<file path="src/hw/idec_pkg.sv">
package idec_pkg;

    localparam int OSC_PER_ICYC = 4;
    localparam int Q_W = 2;
    localparam logic [Q_W-1:0] Q_FIRST = 2'h0;
    localparam logic [Q_W-1:0] Q_ONE = 2'h1;
    localparam logic [Q_W-1:0] Q_LAST = Q_W'(OSC_PER_ICYC - 1);

    localparam int WORD_W = 16;
    localparam int PC_W = 21;
    localparam logic [PC_W-1:0] PC_RST = 21'h0_0000;
    localparam logic [PC_W-1:0] PC_STEP = 21'h0_0002;

    localparam int WORD2_LSB = 12;
    localparam logic [3:0] WORD2_MARK = 4'hF;
    localparam int F12_W = 12;
    localparam int F8_W = 8;
    localparam int LIT_W = 8;
    localparam int OFF_W = 11;
    localparam int DEST_POS = 9;
    localparam int ACC_POS = 8;
    localparam int BITN_LSB = 9;
    localparam int BITN_W = 3;
    localparam int FAST_CALL_POS = 8;
    localparam int FAST_RET_POS = 0;
    localparam int TMODE_W = 2;
    localparam int PTR_W = 2;
    localparam int PTR_LFSR_LSB = 4;
    localparam int PTR_ADD_LSB = 6;
    localparam logic [PTR_W-1:0] PTR_ULNK = 2'h3;

    typedef enum logic [2:0] {
        cls_byte,
        cls_bit,
        cls_lit,
        cls_ctl,
        cls_word2,
        cls_bad
    } idec_cls_t;

    typedef enum logic [2:0] {
        flw_none,
        flw_skip,
        flw_bcc,
        flw_rel,
        flw_abs,
        flw_alt
    } idec_flow_t;

    typedef enum logic [1:0] {
        st_exec,
        st_word2,
        st_flush
    } idec_state_t;

    typedef struct packed {
        idec_cls_t            cls;
        idec_flow_t           flow;
        logic                 dbl;
        logic                 ext;
        logic                 dest;
        logic                 access;
        logic [F8_W-1:0]      f8;
        logic [F12_W-1:0]     f12;
        logic [BITN_W-1:0]    bitn;
        logic [LIT_W-1:0]     lit;
        logic [PTR_W-1:0]     ptr;
        logic                 fast;
        logic [TMODE_W-1:0]   tmode;
        logic [OFF_W-1:0]     off;
    } idec_dec_t;

    typedef struct packed {
        idec_dec_t            d;
        logic                 slot2;
        logic                 nop;
        logic [F12_W-1:0]     w2;
        logic [PC_W-1:0]      target;
        logic [PC_W-1:0]      pc;
    } idec_exec_t;

endpackage

</file>
<file path="src/hw/idec_core.sv">
`timescale 1ns/1ps
`default_nettype none

module idec_core
    import idec_pkg::*;
(
    input  wire logic              clk,
    input  wire logic              rst,
    input  wire logic [WORD_W-1:0] prog_word,
    input  wire logic              cond_true,
    input  wire logic [PC_W-1:0]   alt_target,
    input  wire logic              ext_en,
    output logic [PC_W-1:0]        fetch_addr_ff,
    output logic [Q_W-1:0]         q_ff,
    output var idec_exec_t         exec_ff
);

    function automatic idec_dec_t decode(input logic [WORD_W-1:0] w, input logic xe);
        idec_dec_t r;
        r = '0;
        r.cls = cls_bad;
        r.flow = flw_none;
        r.dest = w[DEST_POS];
        r.access = w[ACC_POS];
        r.f8 = w[F8_W-1:0];
        r.f12 = w[F12_W-1:0];
        r.bitn = w[BITN_LSB +: BITN_W];
        r.lit = w[LIT_W-1:0];
        r.fast = w[FAST_RET_POS];
        r.tmode = w[TMODE_W-1:0];
        r.off = {{(OFF_W-LIT_W){w[LIT_W-1]}}, w[LIT_W-1:0]};
        // first match wins, so narrow patterns sit above the wide ones
        casez (w)
            16'b0000_0000_0000_0000,
            16'b0000_0000_0000_0011,
            16'b0000_0000_0000_01??,
            16'b0000_0000_1111_1111,
            16'b0000_0000_0000_1???: r.cls = cls_ctl;
            16'b0000_0000_0001_00??: begin
                r.cls = cls_ctl;
                r.flow = flw_alt;
            end
            16'b0000_0000_0001_0100: begin
                r.cls = cls_ctl;
                r.flow = flw_alt;
                r.ext = 1'b1;
            end
            16'b0000_0001_0000_????: r.cls = cls_lit;
            16'b0000_0001_????_????: r.cls = cls_bad;
            16'b0000_001?_????_????,
            16'b0000_01??_????_????: r.cls = cls_byte;
            16'b0000_1100_????_????: begin
                r.cls = cls_lit;
                r.flow = flw_alt;
            end
            16'b0000_1???_????_????: r.cls = cls_lit;
            16'b0000_????_????_????: r.cls = cls_bad;
            16'b0010_11??_????_????,
            16'b0011_11??_????_????,
            16'b0100_1???_????_????,
            16'b0110_0???_????_????: begin
                r.cls = cls_byte;
                r.flow = flw_skip;
            end
            16'b0001_????_????_????,
            16'b001?_????_????_????,
            16'b010?_????_????_????,
            16'b0110_1???_????_????: r.cls = cls_byte;
            16'b0111_????_????_????,
            16'b100?_????_????_????: r.cls = cls_bit;
            16'b101?_????_????_????: begin
                r.cls = cls_bit;
                r.flow = flw_skip;
            end
            16'b1100_????_????_????: begin
                r.cls = cls_byte;
                r.dbl = 1'b1;
            end
            16'b1101_????_????_????: begin
                r.cls = cls_ctl;
                r.flow = flw_rel;
                r.off = w[OFF_W-1:0];
            end
            16'b1110_0???_????_????: begin
                r.cls = cls_ctl;
                r.flow = flw_bcc;
            end
            16'b1110_100?_????_????: begin
                r.cls = cls_lit;
                r.ext = 1'b1;
                r.ptr = w[PTR_ADD_LSB +: PTR_W];
                if (r.ptr == PTR_ULNK) begin
                    r.flow = flw_alt;
                end
            end
            16'b1110_1010_????_????: begin
                r.cls = cls_lit;
                r.ext = 1'b1;
            end
            16'b1110_1011_????_????: begin
                r.cls = cls_byte;
                r.ext = 1'b1;
                r.dbl = 1'b1;
            end
            16'b1110_110?_????_????: begin
                r.cls = cls_ctl;
                r.flow = flw_abs;
                r.dbl = 1'b1;
                r.fast = w[FAST_CALL_POS];
            end
            16'b1110_1110_00??_????: begin
                r.cls = cls_lit;
                r.dbl = 1'b1;
                r.ptr = w[PTR_LFSR_LSB +: PTR_W];
            end
            16'b1110_1111_????_????: begin
                r.cls = cls_ctl;
                r.flow = flw_abs;
                r.dbl = 1'b1;
            end
            16'b1111_????_????_????: r.cls = cls_word2;
            default: r.cls = cls_bad;
        endcase
        // extended opcodes fall back to no-ops while the extension is off
        if (r.ext && !xe) begin
            r.cls = cls_bad;
            r.flow = flw_none;
            r.dbl = 1'b0;
        end
        return r;
    endfunction

    function automatic logic [PC_W-1:0] rel_target(input logic [PC_W-1:0] base,
                                                   input logic [OFF_W-1:0] off);
        return base + {{(PC_W-OFF_W-1){off[OFF_W-1]}}, off, 1'b0};
    endfunction

    logic                 ext_meta_ff;
    logic                 ext_sync_ff;
    idec_state_t          st_ff;
    idec_state_t          nxt_st;
    idec_exec_t           nxt_exec;
    idec_dec_t            dec_in;
    logic [PC_W-1:0]      nxt_fetch;
    logic [PC_W-1:0]      abs_tgt;
    logic                 icyc_end;
    logic                 live;

    // configuration pin comes from outside the clock domain
    always_ff @(posedge clk or posedge rst) begin
        if (rst) begin
            ext_meta_ff <= 1'b0;
            ext_sync_ff <= 1'b0;
        end else begin
            ext_meta_ff <= ext_en;
            ext_sync_ff <= ext_meta_ff;
        end
    end

    always_ff @(posedge clk or posedge rst) begin
        if (rst) begin
            q_ff <= Q_FIRST;
        end else if (q_ff == Q_LAST) begin
            q_ff <= Q_FIRST;
        end else begin
            q_ff <= q_ff + Q_ONE;
        end
    end

    assign icyc_end = (q_ff == Q_LAST);
    assign abs_tgt = {prog_word[F12_W-1:0], exec_ff.d.lit, 1'b0};

    always_comb begin
        live = (st_ff == st_exec) && !exec_ff.nop;
        dec_in = decode(prog_word, ext_sync_ff);
        nxt_st = st_exec;
        nxt_fetch = fetch_addr_ff + PC_STEP;
        nxt_exec = '0;
        nxt_exec.d = dec_in;
        nxt_exec.pc = fetch_addr_ff;
        nxt_exec.nop = (dec_in.cls == cls_word2) || (dec_in.cls == cls_bad);
        if (live) begin
            unique case (exec_ff.d.flow)
                flw_skip: begin
                    if (cond_true) begin
                        nxt_st = st_flush;
                    end
                end
                flw_bcc: begin
                    if (cond_true) begin
                        nxt_st = st_flush;
                        nxt_fetch = rel_target(fetch_addr_ff, exec_ff.d.off);
                    end
                end
                flw_rel: begin
                    nxt_st = st_flush;
                    nxt_fetch = rel_target(fetch_addr_ff, exec_ff.d.off);
                end
                flw_alt: begin
                    nxt_st = st_flush;
                    nxt_fetch = alt_target;
                end
                default: begin
                end
            endcase
            // the second word rides in the slot after the first; target is known
            // early enough that call/goto need no flush cycle
            if (exec_ff.d.dbl) begin
                nxt_st = st_word2;
                nxt_exec = exec_ff;
                nxt_exec.slot2 = 1'b1;
                nxt_exec.w2 = prog_word[F12_W-1:0];
                if (exec_ff.d.flow == flw_abs) begin
                    nxt_exec.target = abs_tgt;
                    nxt_fetch = abs_tgt;
                end
            end
        end
        // a discarded word that opens a double-word leaves its second word to
        // run alone as a nop, giving the three-cycle skip
        if (nxt_st == st_flush) begin
            nxt_exec.nop = 1'b1;
        end
    end

    always_ff @(posedge clk or posedge rst) begin
        if (rst) begin
            st_ff <= st_flush;
        end else if (icyc_end) begin
            st_ff <= nxt_st;
        end
    end

    always_ff @(posedge clk or posedge rst) begin
        if (rst) begin
            exec_ff <= '0;
            exec_ff.nop <= 1'b1;
        end else if (icyc_end) begin
            exec_ff <= nxt_exec;
        end
    end

    always_ff @(posedge clk or posedge rst) begin
        if (rst) begin
            fetch_addr_ff <= PC_RST;
        end else if (icyc_end) begin
            fetch_addr_ff <= nxt_fetch;
        end
    end

endmodule // idec_core

`default_nettype wire

</file>
<file path="config.mk">
export PLATFORM = sky130hd
export DESIGN_NAME = idec_core
export DESIGN_NICKNAME = d
export VERILOG_FILES = /design/src/hw/idec_pkg.sv /design/src/hw/idec_core.sv
export SDC_FILE = /design/constraint.sdc
export NUM_CORES = 1
export LEC_CHECK = 0
export BUFFER_PORTS_ARGS = -buffer_cell sky130_fd_sc_hd__buf_2
export CAP_MARGIN = 0
export CORE_MARGIN = 4
export CORE_UTILIZATION = 45
export DETAILED_ROUTE_END_ITERATION = 12
export PLACE_DENSITY = 0.73
export SYNTH_ARGS = -nofsm -noshare
export SYNTH_HDL_FRONTEND = slang
export SYNTH_SLANG_ARGS = --single-unit
export TNS_END_PERCENT = 10
</file>
<file path="constraint.sdc">
create_clock -name clk -period 6 [get_ports clk]
set_clock_uncertainty 0.2 [all_clocks]
set_input_delay 0.6 -clock clk [delete_from_list [all_inputs] [get_ports clk]]
set_output_delay 0.6 -clock clk [all_outputs]
set_load 0.02 [all_outputs]
</file>
=== Word level (Yosys, flattened, before mapping) ===
Cells that the tools add are included.

* Word-level logic and storage cells: 154
* Output and inout port bits: 136
* Input port bits: 41
* Bits in registers: 140

* Equality and inequality tests: 46
* Reduce and logical (&&, ||, !) cells: 30
* Multiplexer cells: 51
* Add/sub/neg operators: 3

{| class="wikitable"
|+ Operator list
! cell !! number
|-
| 113-bit two-way mux || 2
|-
| 21-bit two-way mux || 5
|-
| 21-bit one-hot mux with 3 select lines || 1
|-
| 11-bit two-way mux || 5
|-
| 3-bit one-hot mux with 2 select lines || 5
|-
| 3-bit one-hot mux with 5 select lines || 2
|-
| 8-bit == test (second input constant) || 3
|-
| 21-bit by 2-bit adder with 21-bit output (second input constant) || 1
|-
| 21-bit adder || 1
|-
| 3-bit == test (second input constant) || 6
|-
| 16-bit by 2-bit == test with 1-bit output (second input constant) || 1
|-
| 16-bit by 5-bit == test with 1-bit output (second input constant) || 1
|-
| 16-bit by 8-bit == test with 1-bit output (second input constant) || 1
|-
| 16-bit zero test || 1
|-
| 2-bit two-way mux || 8
|-
| 5-bit by 4-bit == test with 1-bit output (second input constant) || 3
|-
| 1-bit two-way mux || 15
|-
| 14-bit by 1-bit == test with 1-bit output (second input constant) || 1
|-
| 14-bit by 3-bit == test with 1-bit output (second input constant) || 1
|-
| 7-bit == test (second input constant) || 2
|-
| 7-bit OR reduction || 2
|-
| 13-bit by 1-bit == test with 1-bit output (second input constant) || 1
|-
| 12-bit by 5-bit == test with 1-bit output (second input constant) || 1
|-
| 4-bit == test (second input constant) || 3
|-
| 33 further kinds || 58
|}

=== Depth between registers and ports, before layout ===
Gate-level depths: netlist (run 1).

* Depth in word-level cells: 14
* Mapped depth: 10
* Gate-level depth less buffers: 10

=== Worst setup path before layout (run 1) ===
Ideal clock, no wire load.

* Path kind: reg2reg
* From: register, netlist name exec_ff[99]
* To: register fetch_addr_ff[20]
* Buffers on the path: 0
* Cell stages (with the launch flop): 9
* Period minus slack after synthesis: 2.684 ns
* Data arrival time: 2.397 ns
* Data required time: 5.713 ns
* Path slack: 3.316 ns
* Path through: dfrtp_1 ha_1 a21oi_1 and2_1 a21oi_1 o32a_1 a221oi_2 mux2_2 o211ai_1

{| class="wikitable"
|+ RTL lines
! element !! RTL line !! source
|-
| end signal: assignment || idec_core.sv:247 || <nowiki>fetch_addr_ff <= nxt_fetch;</nowiki>
|-
| end: declaration || idec_core.sv:13 || <nowiki>output logic [PC_W-1:0] fetch_addr_ff,</nowiki>
|}

=== Worst setup path in the final report (run 1) ===
* From: register st_ff[0]
* To: register exec_ff[41] in the netlist's numbering

* Word-level cells in the longest chain between the ends: 4
* Elaborated cells on any way between the ends: 5
* Those cells by class: eq/ne: 1; mux: 1; reduce/logical: 3

{| class="wikitable"
|+ RTL lines
! element !! RTL line !! source
|-
| start: declaration || idec_core.sv:140 || <nowiki>idec_state_t st_ff;</nowiki>
|-
| start signal: assignment || idec_core.sv:228 || <nowiki>st_ff <= st_flush;</nowiki>
|-
| start signal: assignment || idec_core.sv:230 || <nowiki>st_ff <= nxt_st;</nowiki>
|-
| 2-bit zero test (*) || idec_core.sv:174 || <nowiki>live = (st_ff == st_exec) && !exec_ff.nop;</nowiki>
|-
| 1-bit logical AND (*) || idec_core.sv:174 ||
|-
| 3-bit by 2-bit inequality test with 1-bit output (no line) || n/a ||
|-
| 2-bit AND reduction (no line) || n/a ||
|-
| end signal: assignment || idec_core.sv:239 || <nowiki>exec_ff <= nxt_exec;</nowiki>
|-
| end: declaration || idec_core.sv:15 || <nowiki>output var idec_exec_t exec_ff</nowiki>
|}

Every way passes the cells marked *; elsewhere a longest branch is shown, timed or not.
A chain may end at the register's enable or synchronous reset.

==> out/metrics.cfg, run 1 <==
[run_status]
status = finished, final reports clean

[clocking]
cts_tree = yes
clock_sinks = 107
path_clk_slew_ns = 0.07
postCtsResizedCells = 0
cts_buffers = 9
postCtsHoldBufs = 0
clk_latency_ns = 0.36
h-tree-depth = 3
cts-root-buf = clkbuf_16
cts.path.max_buffers = 2
post_cts_buffers = 0

[setup_path]
worstRegToRegCells = 6
worstSetupPathType = reg2reg
slowest_delay_ns = 0.87
crit-reg2reg-launch = st_ff[0]$_DFFE_PP0P_
cpMaxStageDelayCell = and2_1
rrSetupSlack_ns = 2.87
crit_end = exec_ff[41]$_DFFE_PP0P_
startpoint = st_ff[0]$_DFFE_PP0P_
required_ns = 6.10
crit_path_end_kind = register
crit_top_cell = nand2_1
r2r-end = exec_ff[41]$_DFFE_PP0P_
crit_fanout = 46
worst_ep_arrival_time_ns = 3.23
cp_cell_sequence = nor3_1 > and2_1 > nor2b_4 > nor2_1 > nand2_1 > nand2_1
critPathLaunchType = register

[layout]
num_antenna_cells = 0
nets = 1039
final-seq-area_um2 = 2680
fillers = 1475
final_common_cell = nand2_1
final_cell_mix = nand2_1 (194), buf_2 (175), dfrtp_1 (105), o21ai_0 (80), a21oi_1 (54)
drive_gt1_frac = 0.222
multi_input_area_um2 = 3740
area_growth_syn_to_layout_pct = 14.2

[global_routing]
grt_pass1_wl_um = 34200
grt.total_usage = 0.242
antenna_found_initial = 1
grt-ovfl-total = 0
grt_start_max_net_pins = 78
grt_pass1_vias = 6285

[logic_synthesis]
synth_ff_type = dfrtp_1
synth_edf_count = 0
synth_cell_types = 70
yosysSeqAreaShare = 0.385
avgSynthCellArea_um2 = 7.98
yosysWarnings = 0
syn-num-nets = 936
ys_ff_latch = 107
async_reset_ff_frac = 1.00
netlist_instances = 873
syn_area_um2 = 6970

[timing]
layout_setup_ws_ns = 2.87
rsz0062_at_grt = no
fin_crit_ns = 3.13
slew_violations = 0
hold_slack_ns = 0.142
setup_viol = 0
max_slew.worst_pin.slew_ns = 1.07
setup_tns_ns = 0
max_freq_ghz = 0.320
period_share = 0.521
slew_headroom = 0.287
finalHoldViolCount = 0

[placed_design]
io_buffer_count = 175
gp_congestion = 0.919
dp_hpwl_um = 15200
pre_cts_slack_ns = 2.90

[route]
drt_iter0_drc = 597
dr_total_vias = 6816
drc = 0
routed_via_density = 5.83
dr.pass1.iters = 5
avgRoutedWirePerCell_um = 18.5
finalWirelength_um = 21600
antenna_left = 0

[min_path]
worstHoldPathType = in2reg
hold_start = ext_en

[job]
cap_violations = 0

[power_and_ir_drop]
ir_drop_v = 0.000169
leakagePower_uw = 0.00384
power_density_nw_per_um2 = 378

[floorplanning]
pin_count = 177
die_w_um = 132
dieHeight_um = 132
dieArea_um2 = 17500
core_um2 = 15200
start_util = 0.458
num_rows = 45

[state kept, by name, summed over array words and instances, names as in the netlist]
register,count
exec_ff,80
ext_meta_ff,1
ext_sync_ff,1
fetch_addr_ff,21
q_ff,2
st_ff,2
[critical path: cells and delay by family (launching register included)]
| family | cells | cell delay [ns] |
|---|---|---|
| DFF | 1 | 0.40 |
| and+or+nand+nor | 6 | 2.43 |
[Yosys cell counts, drive strengths merged, types with 8 or more instances]
library cell	instances	area [µm²]
nor3	14	81.3
inv	26	97.6
o21ai	80	400
xnor2	14	123
nor2	42	158
nand3	40	200
and3	8	55.1
a22oi	17	128
buf	43	293
ha	21	263
nand2	194	728
clkbuf	46	173
dfrtp	105	2630
nand4	9	56.3
o32ai	9	78.8
nor2b	8	50.1
xor2	10	87.6
and2	12	77.6
nand2b	13	81.3
o21a	8	60.1
a21oi	54	270
[cell families after synthesis]
group                      Yosys count  share of synthesized area
muxes                                6                    0.00880
adders and majority gates           22                     0.0406
buffers and inverters              115                     0.0808
and+or+nand+nor                    367                      0.243
xor gates and xnor gates            24                     0.0302
DFF                                107                      0.385
other                                1                   0.000538
AOI/OAI and AO/OA                  231                      0.212
[worst min path at each step]
stage | to | slack [ns] | depth (start not counted)
3_3_place_gp | ext_sync_ff$_DFF_PP0_ | 0.14 | 0
6_report | ext_meta_ff$_DFF_PP0_ | 0.14 | 1
5_1_grt | ext_meta_ff$_DFF_PP0_ | 0.14 | 1
2_1_floorplan | ext_sync_ff$_DFF_PP0_ | 0.13 | 0
3_5_place_dp | ext_sync_ff$_DFF_PP0_ | 0.15 | 0
4_1_cts | ext_meta_ff$_DFF_PP0_ | 0.14 | 1
[report_power, final]
part / internal (µW) / switching, µW / total (µW) / leakage, µW
sequential: 869 / 215 / 1080 / 0.00138
clock: 293 / 282 / 575 / 0.000139
combinational: 507 / 839 / 1350 / 0.00232
total: 1670 / 1340 / 3010 / 0.00384
[final cells by class]
class / count / share of cell area
Tap cell: 188 / 0.0296
Clock buffer: 10 / 0.0300
Timing Repair Buffer: 181 / 0.116
Inverter: 26 / 0.0126
Sequential cell: 107 / 0.337
Clock inverter: 6 / 0.00503
Multi-Input combinational cell: 651 / 0.470
[metal layers]
metal,wire [µm],up-vias,share of wire,track usage
li1,-,3250,-,-
met1,9000,3238,0.42,0.326
met2,10200,297,0.47,0.395
met3,1870,29,0.087,0.0502
met4,457,2,0.021,0.0704
met5,13,-,0.00060,0
[per-stage QoR]
step	util	instance area (µm²)	std cells	power (µW)
after floorplan	-	6970	873	2050
after global placement	0.505	7680	1153	2410
after detailed placement	0.505	7680	1153	2430
after CTS	0.523	7960	1169	3010
after global routing	0.523	7960	1169	3200
final	0.523	7960	1169	3010
Note: power is estimated with default switching activity, not from simulation.
==> inputs of run 2 (changes only) <==
--- a/config.mk
+++ b/config.mk
@@ -5,6 +5,7 @@
 export SDC_FILE = /design/constraint.sdc
 export NUM_CORES = 1
 export LEC_CHECK = 0
+export ABC_AREA = 1
 export BUFFER_PORTS_ARGS = -buffer_cell sky130_fd_sc_hd__buf_2
 export CAP_MARGIN = 0
 export CORE_MARGIN = 4
==> constraint.sdc (replaced) <==
create_clock -name clk -period 3 [get_ports clk]
set_clock_uncertainty 0.2 [all_clocks]
set_input_delay 0.3 -clock clk [delete_from_list [all_inputs] [get_ports clk]]
set_output_delay 0.3 -clock clk [all_outputs]
set_load 0.02 [all_outputs]
==> run 2 against run 1 <==
Net effect:
- first-iteration DRC count up 5.4%
- critical endpoint is now fetch_addr_ff[17]$_DFFE_PP0P_
- routed wire length grew 19%
- sequential power is 92% higher
- maximum frequency increased by 22%
- sequential share of layout area fell by 2.4 points
- largest power group unchanged
==> out/metrics.cfg, run 2 <==
[run_status]
status = finished, final reports clean

[clocking]
cts.path.max_buffers = 2
cts_buffers = 9
cts_tree = yes
clock_sinks = 107
postCtsResizedCells = 0
post_cts_buffers = 0
cts-root-buf = clkbuf_16
path_clk_slew_ns = 0.09
clk_latency_ns = 0.36
postCtsHoldBufs = 2
h-tree-depth = 3

[floorplanning]
dieHeight_um = 136
start_util = 0.460
die_w_um = 136
num_rows = 46
dieArea_um2 = 18400
pin_count = 177
core_um2 = 15900

[logic_synthesis]
synth-xor-area-share = 0.00358
synth_compound_area_frac = 0.132
netlist_instances = 1056
yosysWarnings = 0
avgSynthCellArea_um2 = 6.94
synthSimpleGateAreaFrac = 0.323
synth_area_leaders = dfrtp_1 (36%), nand2_1 (16%), inv_1 (6.2%)
muxShareOfSynthArea = 0.0184
yosysSeqAreaShare = 0.365
syn_area_um2 = 7330
synth_ff_type = dfrtp_1
synth_top_family_by_area = simple AND/OR/NAND/NOR gates
ys_ff_latch = 107
synth_edf_count = 0
yosysTopAreaCellShare = 0.358
netlist_top_cells_count = nand2_1 (305), inv_1 (122), dfrtp_1 (105)
yosysMostFrequentCell = nand2_1
async_reset_ff_frac = 1.00
synth_area_leader_cell = dfrtp_1
syn-num-nets = 1119
synth_cell_types = 51
synth_fa_ha_area_frac = 0.0386

[global_routing]
grt_pass1_vias = 7443
antenna_found_initial = 0
grt_start_max_net_pins = 108
grt_pass1_wl_um = 40500
grt-ovfl-total = 0
grt.total_usage = 0.285

[power_and_ir_drop]
sequentialPowerShare = 0.326
leakagePower_uw = 0.00475
p_comb_frac = 0.475
power_switching_uw = 3050
pwr-share-clk = 0.199
ir_drop_v = 0.000313
power_density_nw_per_um2 = 741
sw_frac_of_total = 0.480
power.internal_uw = 3300

[layout]
final_cell_mix = nand2_1 (304), buf_2 (175), inv_1 (121), dfrtp_1 (105), nor2_1 (98)
final_common_cell = nand2_1
area_growth_syn_to_layout_pct = 16.9
nets = 1260
largest_reg_flops = 80
reg.largest.list = exec_ff (80), fetch_addr_ff (21)
drive_gt1_frac = 0.219
finalNonFillerCells = 1418
regMostFlops = exec_ff
num_antenna_cells = 0

[timing]
hold_slack_ns = 0.0484
max_freq_ghz = 0.391
slew_headroom = 0.481
setup_tns_ns = 0
finalHoldViolCount = 0
rsz0062_at_grt = no
setup_viol = 0
period_share = 0.853
max_slew.worst_pin.slew_ns = 0.778
slew_violations = 0
fin_crit_ns = 2.56

[setup_path]
crit-reg2reg-launch = fetch_addr_ff[1]$_DFFE_PP0P_
worstSetupPathType = reg2reg
crit_end = fetch_addr_ff[17]$_DFFE_PP0P_
worst_ep_arrival_time_ns = 2.65
startpoint = fetch_addr_ff[1]$_DFFE_PP0P_
rrSetupSlack_ns = 0.44
critPathLaunchType = register
crit_fanout = 8
required_ns = 3.09
worstRegToRegCells = 11
crit_path_end_kind = register
r2r-end = fetch_addr_ff[17]$_DFFE_PP0P_

[placed_design]
io_buffer_count = 175
dp_hpwl_um = 19800
post-place-cells = 1400
gp_congestion = 0.993

[job]
cap_violations = 0

[route]
finalWirelength_um = 25800
dr.pass1.iters = 6
dr_total_vias = 7600
avgRoutedWirePerCell_um = 18.2
drc = 0
antenna_left = 0
drt_iter0_drc = 629
routed_via_density = 5.36

[min_path]
worstHoldPathType = in2reg
hold_start = prog_word[4]

==> run 2: metal layers <==
metal  track usage  wire [µm]
met4         0.122       1000
met5             0          0
met2         0.460      12100
met1         0.371      10500
met3        0.0620       2210
==> run 2: worst min-delay path by stage <==
stage / end / depth (start not counted) / slack [ns]
after floorplan: ext_sync_ff$_DFF_PP0_ / 0 / 0.13
after global routing: exec_ff[99]$_DFFE_PP0P_ / 3 / 0.06
after detailed placement: ext_sync_ff$_DFF_PP0_ / 0 / 0.14
final: exec_ff[99]$_DFFE_PP0P_ / 3 / 0.05
after CTS: exec_ff[99]$_DFFE_PP0P_ / 3 / 0.03
after global placement: ext_sync_ff$_DFF_PP0_ / 0 / 0.14
==> run 2: critical path, stage by stage (launching register included) <==
cell     delay (ns)
dfrtp_1        0.53
ha_1           0.37
nand3_2        0.18
nor2_1         0.36
nand3_1        0.21
o21ai_1        0.20
nand3_1        0.09
nand3_1        0.08
inv_1          0.04
nand2_1        0.05
nand2_1        0.05
a21oi_1        0.12
==> run 2: layout make-up <==
class                           instances  area (µm²)
Fill cell                            1608        7370
Multi-Input combinational cell        756        3790
Sequential cell                       107        2680
Timing Repair Buffer                  193        1030
Inverter                              130         492
Tap cell                              216         270
Clock buffer                            9         225
Clock inverter                          7        91.3
==> run 2: metrics by stage <==
stage / worst slack (ns) / power [µW] / utilization / area (µm²)
finish: 0.441 / 6350 / 0.538 / 8570
global route: 0.202 / 6810 / 0.538 / 8570
CTS: 0.510 / 6350 / 0.538 / 8570
detailed placement: 0.509 / 5060 / 0.517 / 8240
global placement: 0.499 / 5050 / 0.517 / 8240
floorplan: 0.695 / 4080 / - / 7340
==> run 2: logic make-up after synthesis <==
kind of cell	after synthesis
adders and majority gates	22
buffers and inverters	193
xor gates and xnor gates	3
DFF	107
muxes	12
other	1
AOI/OAI and AO/OA	168
and+or+nand+nor	550
==> run 2: power groups by stage <==
stage / Sequential [µW] / Combinational [µW] / Clock [µW]
final: 2070 / 3020 / 1270
after global routing: 2110 / 3350 / 1350
after CTS: 2060 / 2990 / 1290
after detailed placement: 2090 / 2980 / 0
after global placement: 2090 / 2960 / 0
after floorplan: 2360 / 1710 / 0
